`src/mpt_defines.vh`:
```
// Register offsets, field positions, reset values and widths of the timer.
`ifndef MPT_DEFINES_VH
`define MPT_DEFINES_VH

// ----------------------------------------------------------------
// Register word offsets (byte address divided by four)
// ----------------------------------------------------------------
`define MPT_REG_CTRL     6'h00
`define MPT_REG_PSC      6'h01
`define MPT_REG_ARR      6'h02
`define MPT_REG_CNT      6'h03
`define MPT_REG_CCMODE   6'h04
`define MPT_REG_DTG      6'h05
`define MPT_REG_CCR0     6'h06
`define MPT_REG_STATUS   6'h0A
`define MPT_REG_CLEAR    6'h0B
`define MPT_REG_IRQEN    6'h0C
`define MPT_REG_DMAEN    6'h0D

// ----------------------------------------------------------------
// Control register fields
// ----------------------------------------------------------------
`define MPT_CTRL_EN      0
`define MPT_CTRL_DOWN    1
`define MPT_CTRL_CENTER  2
`define MPT_CTRL_OPM     3
`define MPT_CTRL_SMS_LO  4
`define MPT_CTRL_ENC     6
`define MPT_CTRL_HALL    7
`define MPT_CTRL_MOE     8
`define MPT_CTRL_W       9

// ----------------------------------------------------------------
// Slave modes and channel modes
// ----------------------------------------------------------------
`define MPT_SMS_OFF      2'h0
`define MPT_SMS_RESET    2'h1
`define MPT_SMS_GATED    2'h2
`define MPT_SMS_TRIGGER  2'h3
`define MPT_CM_TOGGLE    2'h0
`define MPT_CM_PWM       2'h1
`define MPT_CM_CAPTURE   2'h2
`define MPT_CM_PWM_INV   2'h3

// ----------------------------------------------------------------
// Event bit positions, reset values and widths
// ----------------------------------------------------------------
`define MPT_EV_UPD       0
`define MPT_EV_TRG       5
`define MPT_EV_W         6
`define MPT_CTRL_RST     9'h000
`define MPT_ARR_RST      32'hFFFF_FFFF
`define MPT_DT_W         8

`endif

```
`src/mpt_timer.v`:
```
// Capture/compare PWM timer unit with dead time, encoder, hall and link, on AHB-Lite.
//
// Contract
// Wide variant: 32-bit up/down reload counter.
// Narrow variant: 16-bit up/down reload counter.
// Four channels: capture, compare, PWM, one-pulse.
// Edge-aligned and center-aligned PWM counting.
// Complementary outputs with programmable dead time.
// Three-phase PWM over six outputs.
// PWM duty spans fully off to on.
// Timer link for sync and chaining.
// Independent DMA request generation.
// Quadrature encoder drives the counter.
// One to four hall sensors as inputs; code uses at most three, on channels 0 to 2.
// Reduced variant: 16-bit upcounter only.
// Reduced variant: one or two channels.
// Reduced variant syncs, or plain time base.
// Basic time base triggers converter, DMA.
// Prescaler divides by value plus one.
// Reload at limit raises update event.
`timescale 1ns/1ps
`include "mpt_defines.vh"

module mpt_timer #(
	parameter CNT_W   = 32,
	parameter NCH     = 4,
	parameter PSC_W   = 16,
	parameter UP_ONLY = 0
) (
	input  wire             hclk,
	input  wire             hresetn,
	input  wire             hsel,
	input  wire [31:0]      haddr,
	input  wire [1:0]       htrans,
	input  wire             hwrite,
	input  wire [2:0]       hsize,
	input  wire [31:0]      hwdata,
	input  wire             hready,
	output wire [31:0]      hrdata,
	output wire             hreadyout,
	output wire             hresp,
	input  wire [NCH-1:0]   ch_in,
	input  wire             trig_in,
	output wire [NCH-1:0]   ch_out,
	output wire [NCH-1:0]   ch_out_n,
	output wire             trig_out,
	output wire             dma_req,
	output wire             irq
);

	// ----------------------------------------------------------------
	// Declarations
	// ----------------------------------------------------------------
	reg  [31:0]            hrdata_q;
	reg                    hready_q;
	reg                    a_vld_q;
	reg                    a_wr_q;
	reg  [5:0]             a_idx_q;
	reg  [`MPT_CTRL_W-1:0] ctrl_q;
	reg  [PSC_W-1:0]       psc_q;
	reg  [PSC_W-1:0]       pdiv_q;
	reg  [CNT_W-1:0]       arr_q;
	reg  [CNT_W-1:0]       cnt_q;
	reg                    down_q;
	reg                    upd_q;
	reg  [4*NCH-1:0]       ccmode_q;
	reg  [`MPT_DT_W-1:0]   dtg_q;
	reg  [CNT_W-1:0]       ccr_q [0:NCH-1];
	reg  [`MPT_EV_W-1:0]   stat_q;
	reg  [`MPT_EV_W-1:0]   stat_d;
	reg  [`MPT_EV_W-1:0]   irqen_q;
	reg  [`MPT_EV_W-1:0]   dmaen_q;
	reg                    irq_q;
	reg                    dma_q;
	reg  [NCH-1:0]         cin_m_q;
	reg  [NCH-1:0]         cin_s_q;
	reg  [NCH-1:0]         cin_d_q;
	reg                    hall_d_q;
	reg                    trig_d_q;
	reg  [NCH-1:0]         out_q;
	reg  [NCH-1:0]         out_n_q;
	reg  [31:0]            rd_mux;
	wire [NCH-1:0]         cc_ev;
	wire [NCH-1:0]         cap_ev;
	wire [`MPT_EV_W-1:0]   ev;
	wire                   acc;
	wire                   bus_wr;
	wire                   psc_tick;
	wire                   run;
	wire                   cnt_tick;
	wire                   trig_rise;
	wire                   hall_x;
	wire                   hall_ev;
	wire                   enc_mode;
	wire                   enc_step;
	wire                   enc_up;
	wire                   center;
	wire                   cnt_down;
	wire [1:0]             sms;
	integer                k;
	integer                j;

	// ----------------------------------------------------------------
	// AHB-Lite slave
	// ----------------------------------------------------------------
	// Address phase is taken when the slave is selected, htrans is NONSEQ or SEQ and the bus is ready.
	assign acc       = hsel & htrans[1] & hready;
	assign bus_wr    = a_vld_q & a_wr_q;
	assign hrdata    = hrdata_q;
	assign hreadyout = hready_q;
	assign hresp     = 1'b0;

	// Latch the address phase; read data is fetched here so it stands in the data phase.
	always @(posedge hclk or negedge hresetn) begin
		if (!hresetn) begin
			a_vld_q  <= 1'b0;
			a_wr_q   <= 1'b0;
			a_idx_q  <= 6'h00;
			hrdata_q <= 32'h0000_0000;
			hready_q <= 1'b0;
		end else begin
			hready_q <= 1'b1;
			a_vld_q  <= acc;
			if (acc) begin
				a_wr_q  <= hwrite;
				a_idx_q <= haddr[7:2];
				if (!hwrite) begin
					hrdata_q <= rd_mux;
				end
			end
		end
	end

	// Read multiplexer; unmapped and write-only words read as zero.
	always @* begin
		rd_mux = 32'h0000_0000;
		case (haddr[7:2])
			`MPT_REG_CTRL:   rd_mux[`MPT_CTRL_W-1:0] = ctrl_q;
			`MPT_REG_PSC:    rd_mux[PSC_W-1:0] = psc_q;
			`MPT_REG_ARR:    rd_mux[CNT_W-1:0] = arr_q;
			`MPT_REG_CNT:    rd_mux[CNT_W-1:0] = cnt_q;
			`MPT_REG_CCMODE: rd_mux[4*NCH-1:0] = ccmode_q;
			`MPT_REG_DTG:    rd_mux[`MPT_DT_W-1:0] = dtg_q;
			`MPT_REG_STATUS: rd_mux[`MPT_EV_W-1:0] = stat_q;
			`MPT_REG_IRQEN:  rd_mux[`MPT_EV_W-1:0] = irqen_q;
			`MPT_REG_DMAEN:  rd_mux[`MPT_EV_W-1:0] = dmaen_q;
			default: begin
				for (j = 0; j < NCH; j = j + 1) begin
					if (haddr[7:2] == `MPT_REG_CCR0 + j[5:0]) begin
						rd_mux[CNT_W-1:0] = ccr_q[j];
					end
				end
			end
		endcase
	end

	// ----------------------------------------------------------------
	// Input synchronisers and link trigger
	// ----------------------------------------------------------------
	// Channel pins pass two flops; a third stage keeps the previous value for edges.
	always @(posedge hclk or negedge hresetn) begin
		if (!hresetn) begin
			cin_m_q  <= {NCH{1'b0}};
			cin_s_q  <= {NCH{1'b0}};
			cin_d_q  <= {NCH{1'b0}};
			hall_d_q <= 1'b0;
			trig_d_q <= 1'b0;
		end else begin
			cin_m_q  <= ch_in;
			cin_s_q  <= cin_m_q;
			cin_d_q  <= cin_s_q;
			hall_d_q <= hall_x;
			trig_d_q <= trig_in;
		end
	end

	// Trigger from a linked timer.
	assign trig_rise = trig_in & ~trig_d_q;
	assign sms       = ctrl_q[`MPT_CTRL_SMS_LO+1:`MPT_CTRL_SMS_LO];
	// Hall sensors combined by parity.
	assign hall_x    = ^cin_s_q[(NCH > 3 ? 2 : NCH-1):0];
	assign hall_ev   = ctrl_q[`MPT_CTRL_HALL] & (hall_x ^ hall_d_q);

	// Quadrature step and direction.
	assign enc_mode  = ctrl_q[`MPT_CTRL_ENC] & (NCH > 1) & (UP_ONLY == 0);
	assign enc_step  = enc_mode & ctrl_q[`MPT_CTRL_EN] &
		((cin_s_q[0] ^ cin_d_q[0]) | (cin_s_q[NCH > 1 ? 1 : 0] ^ cin_d_q[NCH > 1 ? 1 : 0]));
	assign enc_up    = cin_s_q[0] ^ cin_d_q[NCH > 1 ? 1 : 0];

	// ----------------------------------------------------------------
	// Prescaler and counter
	// ----------------------------------------------------------------

	// Divide the clock by prescale plus one.
	assign psc_tick = (pdiv_q >= psc_q);
	assign run      = ctrl_q[`MPT_CTRL_EN] & ~enc_mode &
		((sms != `MPT_SMS_GATED) | trig_in);
	assign cnt_tick = run & psc_tick;
	// Up-only variants ignore direction and center fields.
	assign center   = ctrl_q[`MPT_CTRL_CENTER] & (UP_ONLY == 0);
	assign cnt_down = center ? down_q : (ctrl_q[`MPT_CTRL_DOWN] & (UP_ONLY == 0));

	// Prescale divider; held at zero while the timer is stopped.
	always @(posedge hclk or negedge hresetn) begin
		if (!hresetn) begin
			pdiv_q <= {PSC_W{1'b0}};
		end else if (!run || psc_tick) begin
			pdiv_q <= {PSC_W{1'b0}};
		end else begin
			pdiv_q <= pdiv_q + 1'b1;
		end
	end

	// Reloading up/down counter; width set by CNT_W.
	always @(posedge hclk or negedge hresetn) begin
		if (!hresetn) begin
			cnt_q  <= {CNT_W{1'b0}};
			down_q <= 1'b0;
			upd_q  <= 1'b0;
		end else begin
			upd_q <= 1'b0;
			if (bus_wr && a_idx_q == `MPT_REG_CNT) begin
				cnt_q <= hwdata[CNT_W-1:0];
			end else if (sms == `MPT_SMS_RESET && trig_rise) begin
				// Linked reset restarts the count.
				cnt_q <= {CNT_W{1'b0}};
				upd_q <= 1'b1;
			end else if (enc_step) begin
				// Encoder position wraps within reload.
				if (enc_up) begin
					cnt_q <= (cnt_q >= arr_q) ? {CNT_W{1'b0}} : cnt_q + 1'b1;
				end else begin
					cnt_q <= (cnt_q == {CNT_W{1'b0}}) ? arr_q : cnt_q - 1'b1;
				end
			end else if (cnt_tick) begin
				// Center mode turns at both ends.
				if (center) begin
					if (!down_q && cnt_q >= arr_q) begin
						down_q <= 1'b1;
						upd_q  <= 1'b1;
						cnt_q  <= (arr_q == {CNT_W{1'b0}}) ? cnt_q : cnt_q - 1'b1;
					end else if (down_q && cnt_q == {CNT_W{1'b0}}) begin
						down_q <= 1'b0;
						upd_q  <= 1'b1;
						cnt_q  <= (arr_q == {CNT_W{1'b0}}) ? cnt_q : cnt_q + 1'b1;
					end else begin
						cnt_q <= down_q ? cnt_q - 1'b1 : cnt_q + 1'b1;
					end
				// Reload at limit and raise update.
				end else if (cnt_down) begin
					upd_q <= (cnt_q == {CNT_W{1'b0}});
					cnt_q <= (cnt_q == {CNT_W{1'b0}}) ? arr_q : cnt_q - 1'b1;
				end else begin
					upd_q <= (cnt_q >= arr_q);
					cnt_q <= (cnt_q >= arr_q) ? {CNT_W{1'b0}} : cnt_q + 1'b1;
				end
			end
		end
	end

	// ----------------------------------------------------------------
	// Capture/compare channels
	// ----------------------------------------------------------------
	// Channel count set by NCH.
	genvar gi;
	generate
		for (gi = 0; gi < NCH; gi = gi + 1) begin : g_ch
			wire [1:0]          cm    = ccmode_q[4*gi+1:4*gi];
			wire                pol   = ccmode_q[4*gi+2];
			// Complement pin enabled per channel.
			wire                cmp   = ccmode_q[4*gi+3];
			wire                match = (cnt_q == ccr_q[gi]);
			reg                 tog_q;
			reg                 ref_d_q;
			reg [`MPT_DT_W-1:0] dt_q;
			reg                 pwm_ref;
			reg [`MPT_DT_W-1:0] dt_nx;

			// Capture on rising pin; channel 0 also on hall change.
			assign cap_ev[gi] = (cm == `MPT_CM_CAPTURE) &
				((cin_s_q[gi] & ~cin_d_q[gi]) | ((gi == 0) & hall_ev));
			assign cc_ev[gi]  = cap_ev[gi] | ((cm != `MPT_CM_CAPTURE) & cnt_tick & match);

			// PWM reference: compare zero is off, above reload fully on.
			always @* begin
				case (cm)
					`MPT_CM_PWM:     pwm_ref = (cnt_q < ccr_q[gi]);
					`MPT_CM_PWM_INV: pwm_ref = ~(cnt_q < ccr_q[gi]);
					`MPT_CM_TOGGLE:  pwm_ref = tog_q;
					default:         pwm_ref = 1'b0;
				endcase
				// Dead time reloads on every reference edge.
				if (pwm_ref != ref_d_q && dtg_q != {`MPT_DT_W{1'b0}}) begin
					dt_nx = dtg_q;
				end else if (dt_q != {`MPT_DT_W{1'b0}}) begin
					dt_nx = dt_q - 1'b1;
				end else begin
					dt_nx = {`MPT_DT_W{1'b0}};
				end
			end

			// Each channel drives a main and complementary pin pair.
			always @(posedge hclk or negedge hresetn) begin
				if (!hresetn) begin
					tog_q         <= 1'b0;
					ref_d_q       <= 1'b0;
					dt_q          <= {`MPT_DT_W{1'b0}};
					out_q[gi]     <= 1'b0;
					out_n_q[gi]   <= 1'b0;
				end else begin
					if (cm == `MPT_CM_TOGGLE && cnt_tick && match) begin
						tog_q <= ~tog_q;
					end
					ref_d_q     <= pwm_ref;
					dt_q        <= dt_nx;
					out_q[gi]   <= ctrl_q[`MPT_CTRL_MOE] & (cm != `MPT_CM_CAPTURE) &
						(pwm_ref ^ pol) & (~cmp | (dt_nx == {`MPT_DT_W{1'b0}}));
					out_n_q[gi] <= ctrl_q[`MPT_CTRL_MOE] & (cm != `MPT_CM_CAPTURE) &
						cmp & ~(pwm_ref ^ pol) & (dt_nx == {`MPT_DT_W{1'b0}});
				end
			end
		end
	endgenerate

	assign ch_out   = out_q;
	assign ch_out_n = out_n_q;
	// Update pulse doubles as converter and link trigger.
	assign trig_out = upd_q;

	// ----------------------------------------------------------------
	// Register file, events, interrupt and DMA
	// ----------------------------------------------------------------
	assign ev = {trig_rise, cc_ev, upd_q};

	// Sticky status: a new event wins over a clear in the same cycle.
	always @* begin
		stat_d = stat_q;
		if (bus_wr && a_idx_q == `MPT_REG_CLEAR) begin
			stat_d = stat_q & ~hwdata[`MPT_EV_W-1:0];
		end
		stat_d = stat_d | ev;
	end

	// Software-written registers, captures and one-pulse stop.
	always @(posedge hclk or negedge hresetn) begin
		if (!hresetn) begin
			ctrl_q   <= `MPT_CTRL_RST;
			psc_q    <= {PSC_W{1'b0}};
			arr_q    <= `MPT_ARR_RST;
			ccmode_q <= {4*NCH{1'b0}};
			dtg_q    <= {`MPT_DT_W{1'b0}};
			stat_q   <= {`MPT_EV_W{1'b0}};
			irqen_q  <= {`MPT_EV_W{1'b0}};
			dmaen_q  <= {`MPT_EV_W{1'b0}};
			irq_q    <= 1'b0;
			dma_q    <= 1'b0;
			for (k = 0; k < NCH; k = k + 1) begin
				ccr_q[k] <= {CNT_W{1'b0}};
			end
		end else begin
			stat_q <= stat_d;
			irq_q  <= |(stat_d & irqen_q);
			// DMA request pulses on an enabled event.
			dma_q  <= |(ev & dmaen_q);
			if (bus_wr) begin
				case (a_idx_q)
					`MPT_REG_CTRL:   ctrl_q   <= hwdata[`MPT_CTRL_W-1:0];
					`MPT_REG_PSC:    psc_q    <= hwdata[PSC_W-1:0];
					`MPT_REG_ARR:    arr_q    <= hwdata[CNT_W-1:0];
					`MPT_REG_CCMODE: ccmode_q <= hwdata[4*NCH-1:0];
					`MPT_REG_DTG:    dtg_q    <= hwdata[`MPT_DT_W-1:0];
					`MPT_REG_IRQEN:  irqen_q  <= hwdata[`MPT_EV_W-1:0];
					`MPT_REG_DMAEN:  dmaen_q  <= hwdata[`MPT_EV_W-1:0];
					default: begin
						for (k = 0; k < NCH; k = k + 1) begin
							if (a_idx_q == `MPT_REG_CCR0 + k[5:0]) begin
								ccr_q[k] <= hwdata[CNT_W-1:0];
							end
						end
					end
				endcase
			end
			// Linked trigger starts a stopped timer.
			if (sms == `MPT_SMS_TRIGGER && trig_rise) begin
				ctrl_q[`MPT_CTRL_EN] <= 1'b1;
			end
			// One-pulse mode stops at the update.
			if (ctrl_q[`MPT_CTRL_OPM] && upd_q) begin
				ctrl_q[`MPT_CTRL_EN] <= 1'b0;
			end
			// Captured count lands in the compare register.
			for (k = 0; k < NCH; k = k + 1) begin
				if (cap_ev[k]) begin
					ccr_q[k] <= cnt_q;
				end
			end
		end
	end

	assign irq     = irq_q;
	assign dma_req = dma_q;

endmodule

```
`config.mk`:
```
export PLATFORM = sky130hd
export DESIGN_NAME = mpt_timer
export DESIGN_NICKNAME = d
export VERILOG_FILES = /design/src/mpt_timer.v
export VERILOG_INCLUDE_DIRS = /design/src
export SDC_FILE = /design/constraint.sdc
export NUM_CORES = 1
export LEC_CHECK = 0
export ABC_AREA = 1
export ABC_CLOCK_PERIOD_IN_PS = 6700
export BUFFER_PORTS_ARGS = -buffer_cell sky130_fd_sc_hd__buf_2
export CORE_MARGIN = 8
export CORE_UTILIZATION = 44
export CTS_CLUSTER_DIAMETER = 150
export CTS_CLUSTER_SIZE = 28
export DETAILED_ROUTE_END_ITERATION = 8
export GPL_ROUTABILITY_DRIVEN = 0
export MAX_ROUTING_LAYER = met4
export PLACE_DENSITY_LB_ADDON = 0.15
export SETUP_SLACK_MARGIN = 0.3
export SLEW_MARGIN = 20
export SYNTH_ARGS = -nofsm -noshare
export SYNTH_HDL_FRONTEND = slang
export SYNTH_SLANG_ARGS = --single-unit
```
`constraint.sdc`:
```
create_clock -name hclk -period 6.7 [get_ports hclk]
set_input_delay 0.335 -clock hclk [delete_from_list [all_inputs] [get_ports hclk]]
set_output_delay 0.335 -clock hclk [all_outputs]
set_load 0.02 [all_outputs]
```
==> metrics.txt, run 1 <==
required time of the worst setup path=7.22 ns; die width=264.7 µm; post-DP HPWL=72,430 µm; worst-path cell chain=ha_1 -> a21oi_1 -> o21ai_0 -> nand2_1 -> o211ai_1 -> a21oi_1 -> nand3_2 -> nor2_1 -> inv_1 -> o21bai_1 -> nand2_1 -> nand2_1 -> nand2_1 -> a21oi_2; Crit Path Max Fanout=18; Buffers on Ports=92; CTS sink count=382; cell count after synthesis=3,754; Mean Syn Cell Area=7.249 µm²; Sequential Area=9599 µm²; Synth Area in XOR/XNOR=2.510%; Antenna Nets Post-Route=0; simple-gate share of the synthesized area=25.70%; # nets final=approximately 4,000; Synthesis Warnings=0; final setup vio count=0; post-synthesis mux area share=0%; Hold/Removal Path Class=in2reg; critical path data arrival time=5.15 ns; IO Count=124; worst setup margin=2.072 ns; Cell Area, Synth=27,210 µm²; layout cells sized above 1=7.514%; Tightest Pin Transition=1.212 ns; Util after Layout=46.84%; final setup TNS=0 ns; # fillers=between 6,000 and 7,000; CP endpoint kind=register; CTS Buf Count=17; post-CTS setup buffer count=0; CP peak stage delay=0.91 ns; initial antenna violation count=1; Critical Path Stages=14; Max Cap Viol=0; Fin Clk Skew=0.03984 ns; Primary FF master, synth=dfrtp_1; Synth top area share=32.19%; n_diodes=0; Area Overhead vs Synth=5.821%; register area share after synthesis=a little over a third; crit-path most repeated cell=nand2_1; non-filler instance count after layout=4,543; grt ovf=0; DR vias/cell=5.730; DP Cell Count=about 4,500; final instance area=28,800 µm²; Synth cell types=65; Hold Vio Cnt, Final=0; Post-synth EDFFs=0; first-pass GRT wire length=151,600 µm; Synth area leaders=dfrtp_1, nand2_1, ha_1; Initial Util=between 40% and 50%; #FFs+latches synth=382; relative slew slack=18.13%; Tcrit/Tclk final=between 60 and 70%; Longest Clk Path Bufs=3; hold depth=3; Slew Viols, Final=0; fin crit period=4.628 ns; Max H-tree Level=1; First-pass DRT Iterations=6; area of the multi-input gates=14,960 µm²; Synth Area in Adders=8.552%; total track usage=28.58%; drc violations=0; main combinational cell family by area after synthesis=simple AND/OR/NAND/NOR gates; Hold Buf Count CTS=8; Critical path buffers and inverters=1; PwrDens=426.2 nW/µm²; Placement Setup Slack=2.249 ns; syn nets=4,019; critical path's slowest cell=nor2_1; via count=26,031; CTS tree=built; worst skew pair latency=0.59 ns; post-synthesis compound-gate area fraction=17.98%; Worst path top cell family by delay=simple AND/OR/NAND/NOR gates; die area=70,060 µm²; crit path kind=reg2reg; post-CTS resize count=0; area post-placement=28,190 µm²; Yosys top cell by area=dfrtp_1; Startpoint Class=register; Wirelength per Cell=around 22 µm; total routed wirelength=100,200 µm; Max Fclk=between 0.2 and 0.25 GHz; root buffer selected by CTS=clkbuf_16; async set-reset flop share out of synthesis=100.0%; DIE HEIGHT=between 200 and 300 µm; r2r worst-path depth=14; largest net degree at the start of global routing=166; core footprint=61,480 µm²; row count=just over 90; Lkg Pwr=roughly 15 nW; most instantiated library cell after synthesis=nand2_1; vias in the first global route=23,884; Clk pin slew, worst setup/hold paths=0.13 ns; Worst VDD drop=0.1685 mV; synth cell count leaders=nand2_1, inv_1, dfrtp_1, o21ai_0, nor2_1; Iter 0 DRT Violations=2,918; outcome=finished, final reports clean; unrepaired setup endpoints after global routing=no
==> placed cells by master, fill, tap and decap left out, types with 10 or more instances in the layout <==
master and count:
nor2_2 12, a31oi_1 14, nand2_2 13, inv_2 13
nor2_1 321, nor4_1 18, clkbuf_16 17, nor3_1 51
buf_2 91, o21ai_0 324, o211ai_1 110, buf_4 45
ha_1 186, nand2_1 911, nand3_1 171, nand4_1 57
o221ai_1 41, nor3b_1 10, inv_1 460, clkbuf_1 10
a21oi_1 204, dfrtp_1 350, xor2_1 70, o22ai_1 48
dfstp_2 32, o2111ai_1 10, o21ai_1 15
==> registers in the layout (all words and copies together), names as in the netlist, 8 cells and up <==
name,count
arr_q,32
ccmode_q,16
ccr_q,128
cnt_q,32
ctrl_q,9
dtg_q,8
g_ch.dt_q,32
hrdata,32
pdiv_q,16
psc_q,16
==> through the flow <==
stage               hold WS (ns)  total power, mW
finish                   0.01523            12.27
CTS                     0.002462            12.17
global route             0.05063            13.37
floorplan                0.03941            8.779
detailed placement        0.3355            10.79
global placement          0.3356            10.70
==> area by class of cell <==
cell class                 count  share of cell area, %
multi-input combinational   2715                  51.97
sequential                   382                  33.33
inverter                     479                  6.270
tap                          790                  3.433
timing repair buffer         147                  3.224
clock buffer                  27                  1.608
clock inverter                 3                 0.1651
==> power breakdown <==
part           switching (mW)  internal, mW  leakage, nW
Sequential              0.827          3.14         4.30
Combinational            4.69          2.26         10.0
Clock                   0.828         0.530        0.244
Total                    6.34          5.93         14.5
==> tightest hold or removal path, cell delays in order <==
cell and delay (ns):
buf_2 0.13, nand2_1 0.06, o21ai_0 0.06
==> metal layers <==
layer / up-vias / GRT usage (%) / wire, µm
li1: 12460 / - / -
met1: 12269 / 40.30 / 44860
met2: 1153 / 41.44 / 42330
met3: 149 / 5.986 / 10320
met4: 0 / 7.448 / 2711
met5: - / - / 0
==> path summary, 6_finish.rpt <==
check	to	start	slack [ns]
hold / removal	ctrl_q[2]$_DFFE_PN0P_	hwdata[2]	0.02
setup / recovery	cnt_q[29]$_DFFE_PN0P_	cnt_q[17]$_DFFE_PN0P_	2.07
max in group asynchronous	g_ch[0].dt_q[7]$_DFF_PN0_	hresetn	4.91
setup reg to reg	cnt_q[29]$_DFFE_PN0P_	cnt_q[17]$_DFFE_PN0P_	2.07
min in group asynchronous	cnt_q[24]$_DFFE_PN0P_	hresetn	0.38
hold reg to reg	cin_s_q[1]$_DFF_PN0_	cin_m_q[1]$_DFF_PN0_	0.36
==> kinds of logic (layout without fill, tap and decap cells) <==
kind of cell / after synthesis / count (layout)
AND/OR/NAND/NOR: 1620 / 1620
adder cells (fa/ha/maj): 186 / 186
XOR/XNOR: 78 / 78
AO/OA/AOI/OAI: 829 / 829
buffers and inverters: 657 / 656
flip-flops: 382 / 382
other: 2 / 2
(Power assumes the default switching activity.)
==> run 2, diff against run 1 <==
- ABC_AREA: 1 -> 0
- ABC_CLOCK_PERIOD_IN_PS: 6700 -> 3900
- clock period: 6.7 -> 3.9 ns (I/O delays scaled with it)
==> run 2 against run 1 <==
Against the previous run:
- setup slack worse by 1.7 ns
- synthesized area down 4.8%
- critical path depth down 3
- wire length down 3.5%
- critical path type unchanged
- sequential cell count is the same
==> metrics.txt, run 2 <==
outcome=finished, final reports clean; max FFs per register=128 (unchanged); Max Cap Viol=0 (unchanged); Hold/Removal Path Class=in2reg; Area Overhead vs Synth=11.40%; grt peak-use layer=met2; Max H-tree Level=1 (unchanged); Synth cell types=82 (+26%); Worst VDD drop=0.2790 mV (+66%); initial antenna violation count=3 (+2); Mean Syn Cell Area=8.755 µm² (+21%); R2R Path End=cnt_q[10]$_DFFE_PN0P_; Tightest Pin Transition=0.9850 ns (-0.2272 ns); Fin Clk Skew=0.02996 ns (-0.009882 ns); PwrDens=582.0 nW/µm² (+37%); crit path kind=reg2reg; Primary FF master, synth=dfrtp_1; row count=89 (-2.2%); cell count after synthesis=2,960 (-21%); synth cell count leaders=dfrtp_1, nand2_1, o21ai_0, inv_1, nor2_1; relative slew slack=34.33% (+16 points); DIE HEIGHT=258.7 µm (-2.3%); final setup vio count=0 (unchanged); Sequential Area=9609 µm² (+0.10%); Synth area leaders=dfrtp_1, ha_1, mux2i_1; critical path data arrival time=4.02 ns (-1.13 ns); Hold Worst Slack=0.01708 ns (+0.001842 ns); Cell Area, Synth=25,920 µm² (-4.8%); CP endpoint kind=register; hold depth=3 (unchanged); First-pass DRT Iterations=9 (+3); final setup TNS=0 ns (unchanged); Worst Hold End=arr_q[14]$_DFFE_PN1P_; Yosys top cell by area=dfrtp_1; via count=24,182 (-7.1%); startpoint of the worst hold path=hwdata[14]; Wirelength per Cell=25.12 µm (+14%); Tcrit/Tclk final=91.19% (+22 points); most frequent cells in the layout=dfrtp_1, nand2_1, o21ai_0, inv_1, a21oi_1; post-DP HPWL=70,970 µm (-2.0%); DR vias/cell=6.278 (+9.6%); #FFs+latches synth=382 (unchanged); CTS sink count=382 (unchanged); Crit Path Max Fanout=12 (-6); Worst path top cell family by delay=simple AND/OR/NAND/NOR gates; # fillers=5,617 (-10%); Util after Layout=49.29% (+2.5 points); CTS tree=built; register area share after synthesis=37.04% (+1.8 points); Max Fclk=0.2812 GHz (+30%); reg2reg setup slack=0.34 ns (-1.73 ns); r2r worst-path depth=11 (-3); CTS Buf Count=17 (unchanged); largest net degree at the start of global routing=116 (-30%); fin crit period=3.556 ns (-1.072 ns); die width=258.7 µm (-2.3%); Synthesis Warnings=0 (unchanged); Post-synth EDFFs=0 (unchanged); drc violations=0 (unchanged); first-pass GRT wire length=146,500 µm (-3.4%); met3 Usage GRT=4.688% (-1.3 points); commonest non-fill, non-tap cell in the layout=dfrtp_1; Startpoint Class=register; vias in the first global route=23,413 (-2.0%); Antenna Nets Post-Route=0 (unchanged); most instantiated library cell after synthesis=dfrtp_1; syn nets=3,225 (-20%); Synth top area share=33.80% (+1.6 points); Hold Vio Cnt, Final=0 (unchanged); Crit Reg-Reg Startpoint=arr_q[23]$_DFFE_PN1P_; grt ovf=0 (unchanged); total routed wirelength=96,740 µm (-3.5%); # nets final=3,331 (-17%); required time of the worst setup path=4.36 ns (-2.86 ns); IO Count=124 (unchanged); Iter 0 DRT Violations=2,817 (-3.5%); Lkg Pwr=12.82 nW (-12%); unrepaired setup endpoints after global routing=yes; worst skew pair latency=0.58 ns (about the same); core footprint=58,570 µm² (-4.7%); Top reg by flops=ccr_q; Longest Clk Path Bufs=3 (unchanged); met2 Track Usage GR=42.03% (+0.60 points); root buffer selected by CTS=clkbuf_16; CP peak stage delay=0.64 ns (-0.27 ns); Initial Util=44.25% (about the same); Critical path buffers and inverters=1 (unchanged); crit-path most repeated cell=a21oi_1; total track usage=28.82% (+0.24 points); die area=66,920 µm² (-4.5%); layout cells sized above 1=13.84% (+6.3 points); async set-reset flop share out of synthesis=100.0% (unchanged); critical path's slowest cell=dfstp_2; area of the multi-input gates=15,020 µm² (+0.36%); worst-path cell chain=inv_1 -> ha_1 -> a21oi_1 -> o21ai_0 -> a21oi_1 -> and3b_1 -> and3_1 -> o22a_1 -> nand2_4 -> or3_1 -> o31ai_1; Buffers on Ports=92 (unchanged); GRT met1 Usage=40.13% (-0.16 points); Slew Viols, Final=0 (unchanged); Clk pin slew, worst setup/hold paths=0.12 ns (about the same)
## run 2: cells by family (layout without fill, tap and decap cells)
logic type	after synthesis	after routing	share of synthesized area, %
AND/OR/NAND/NOR	863	863	15.70
AO/OA/AOI/OAI	813	813	20.10
buffers and inverters	398	515	5.943
flip-flops	382	382	37.04
multiplexers	215	215	8.801
adder cells (fa/ha/maj)	186	186	8.980
XOR/XNOR	101	101	3.413
other	2	4	0.02898
## run 2: worst max-delay path by stage
stage                     startpoint                    end  slack [ns]  cells past startpoint
6_report       arr_q[23]$_DFFE_PN1P_  cnt_q[10]$_DFFE_PN0P_        0.34                     11
5_1_grt        arr_q[30]$_DFFE_PN1P_  cnt_q[10]$_DFFE_PN0P_        0.21                     13
4_1_cts         cnt_q[9]$_DFFE_PN0P_  cnt_q[12]$_DFFE_PN0P_        0.30                      8
3_5_place_dp   arr_q[30]$_DFFE_PN1P_  cnt_q[12]$_DFFE_PN0P_        0.12                     12
3_3_place_gp   arr_q[30]$_DFFE_PN1P_  cnt_q[23]$_DFFE_PN0P_        0.23                     12
2_1_floorplan  cnt_q[17]$_DFFE_PN0P_  cnt_q[22]$_DFFE_PN0P_        0.31                     12
## run 2: worst reg2reg max path: stages (launching register included)
cell	delay (ns)
dfstp_2	0.64
inv_1	0.08
ha_1	0.33
a21oi_1	0.15
o21ai_0	0.22
a21oi_1	0.31
and3b_1	0.23
and3_1	0.35
o22a_1	0.28
nand2_4	0.18
or3_1	0.46
o31ai_1	0.23
## run 2: cell type report
cell class                 count  share of cell area [%]
timing repair buffer         275                   6.913
inverter                     210                   2.730
antenna                        2                 0.01734
clock buffer                  28                   1.617
multi-input combinational   2180                   52.02
sequential                   382                   33.28
tap                          773                   3.350
clock inverter                 2                 0.06934
## run 2: layer usage
layer  part of all wire [%]  up-vias
met4                    4.1        0
met5                      0        -
met1                     44    11863
met2                     43     1190
met3                    9.0      221
li1                       -    10908
## run 2: what timing repair did
action	in CTS	in global routing
pin swaps	1	10
endpoints found under the hold margin	140	0
gates resized for setup	9	25
gates cloned	0	1
hold buffers	31	0
setup endpoints to repair	40	67
setup buffers	1	9
## run 2: metrics by stage
stage / cell area (µm²) / setup WS (ns) / power, mW / instances
final: 28870 / 0.3437 / 16.80 / 3852
after global routing: 28870 / 0.2075 / 17.94 / 3852
after CTS: 28690 / 0.3040 / 16.49 / 3840
after detailed placement: 27850 / 0.1214 / 14.15 / 3778
after global placement: 27850 / 0.2345 / 13.83 / 3778
after floorplan: 25920 / 0.3140 / 11.14 / 2960
## run 2: power breakdown
group,internal [mW],switching [mW]
Clock,0.851,1.42
Sequential,4.95,1.20
Combinational,3.35,5.03
Total,9.15,7.65
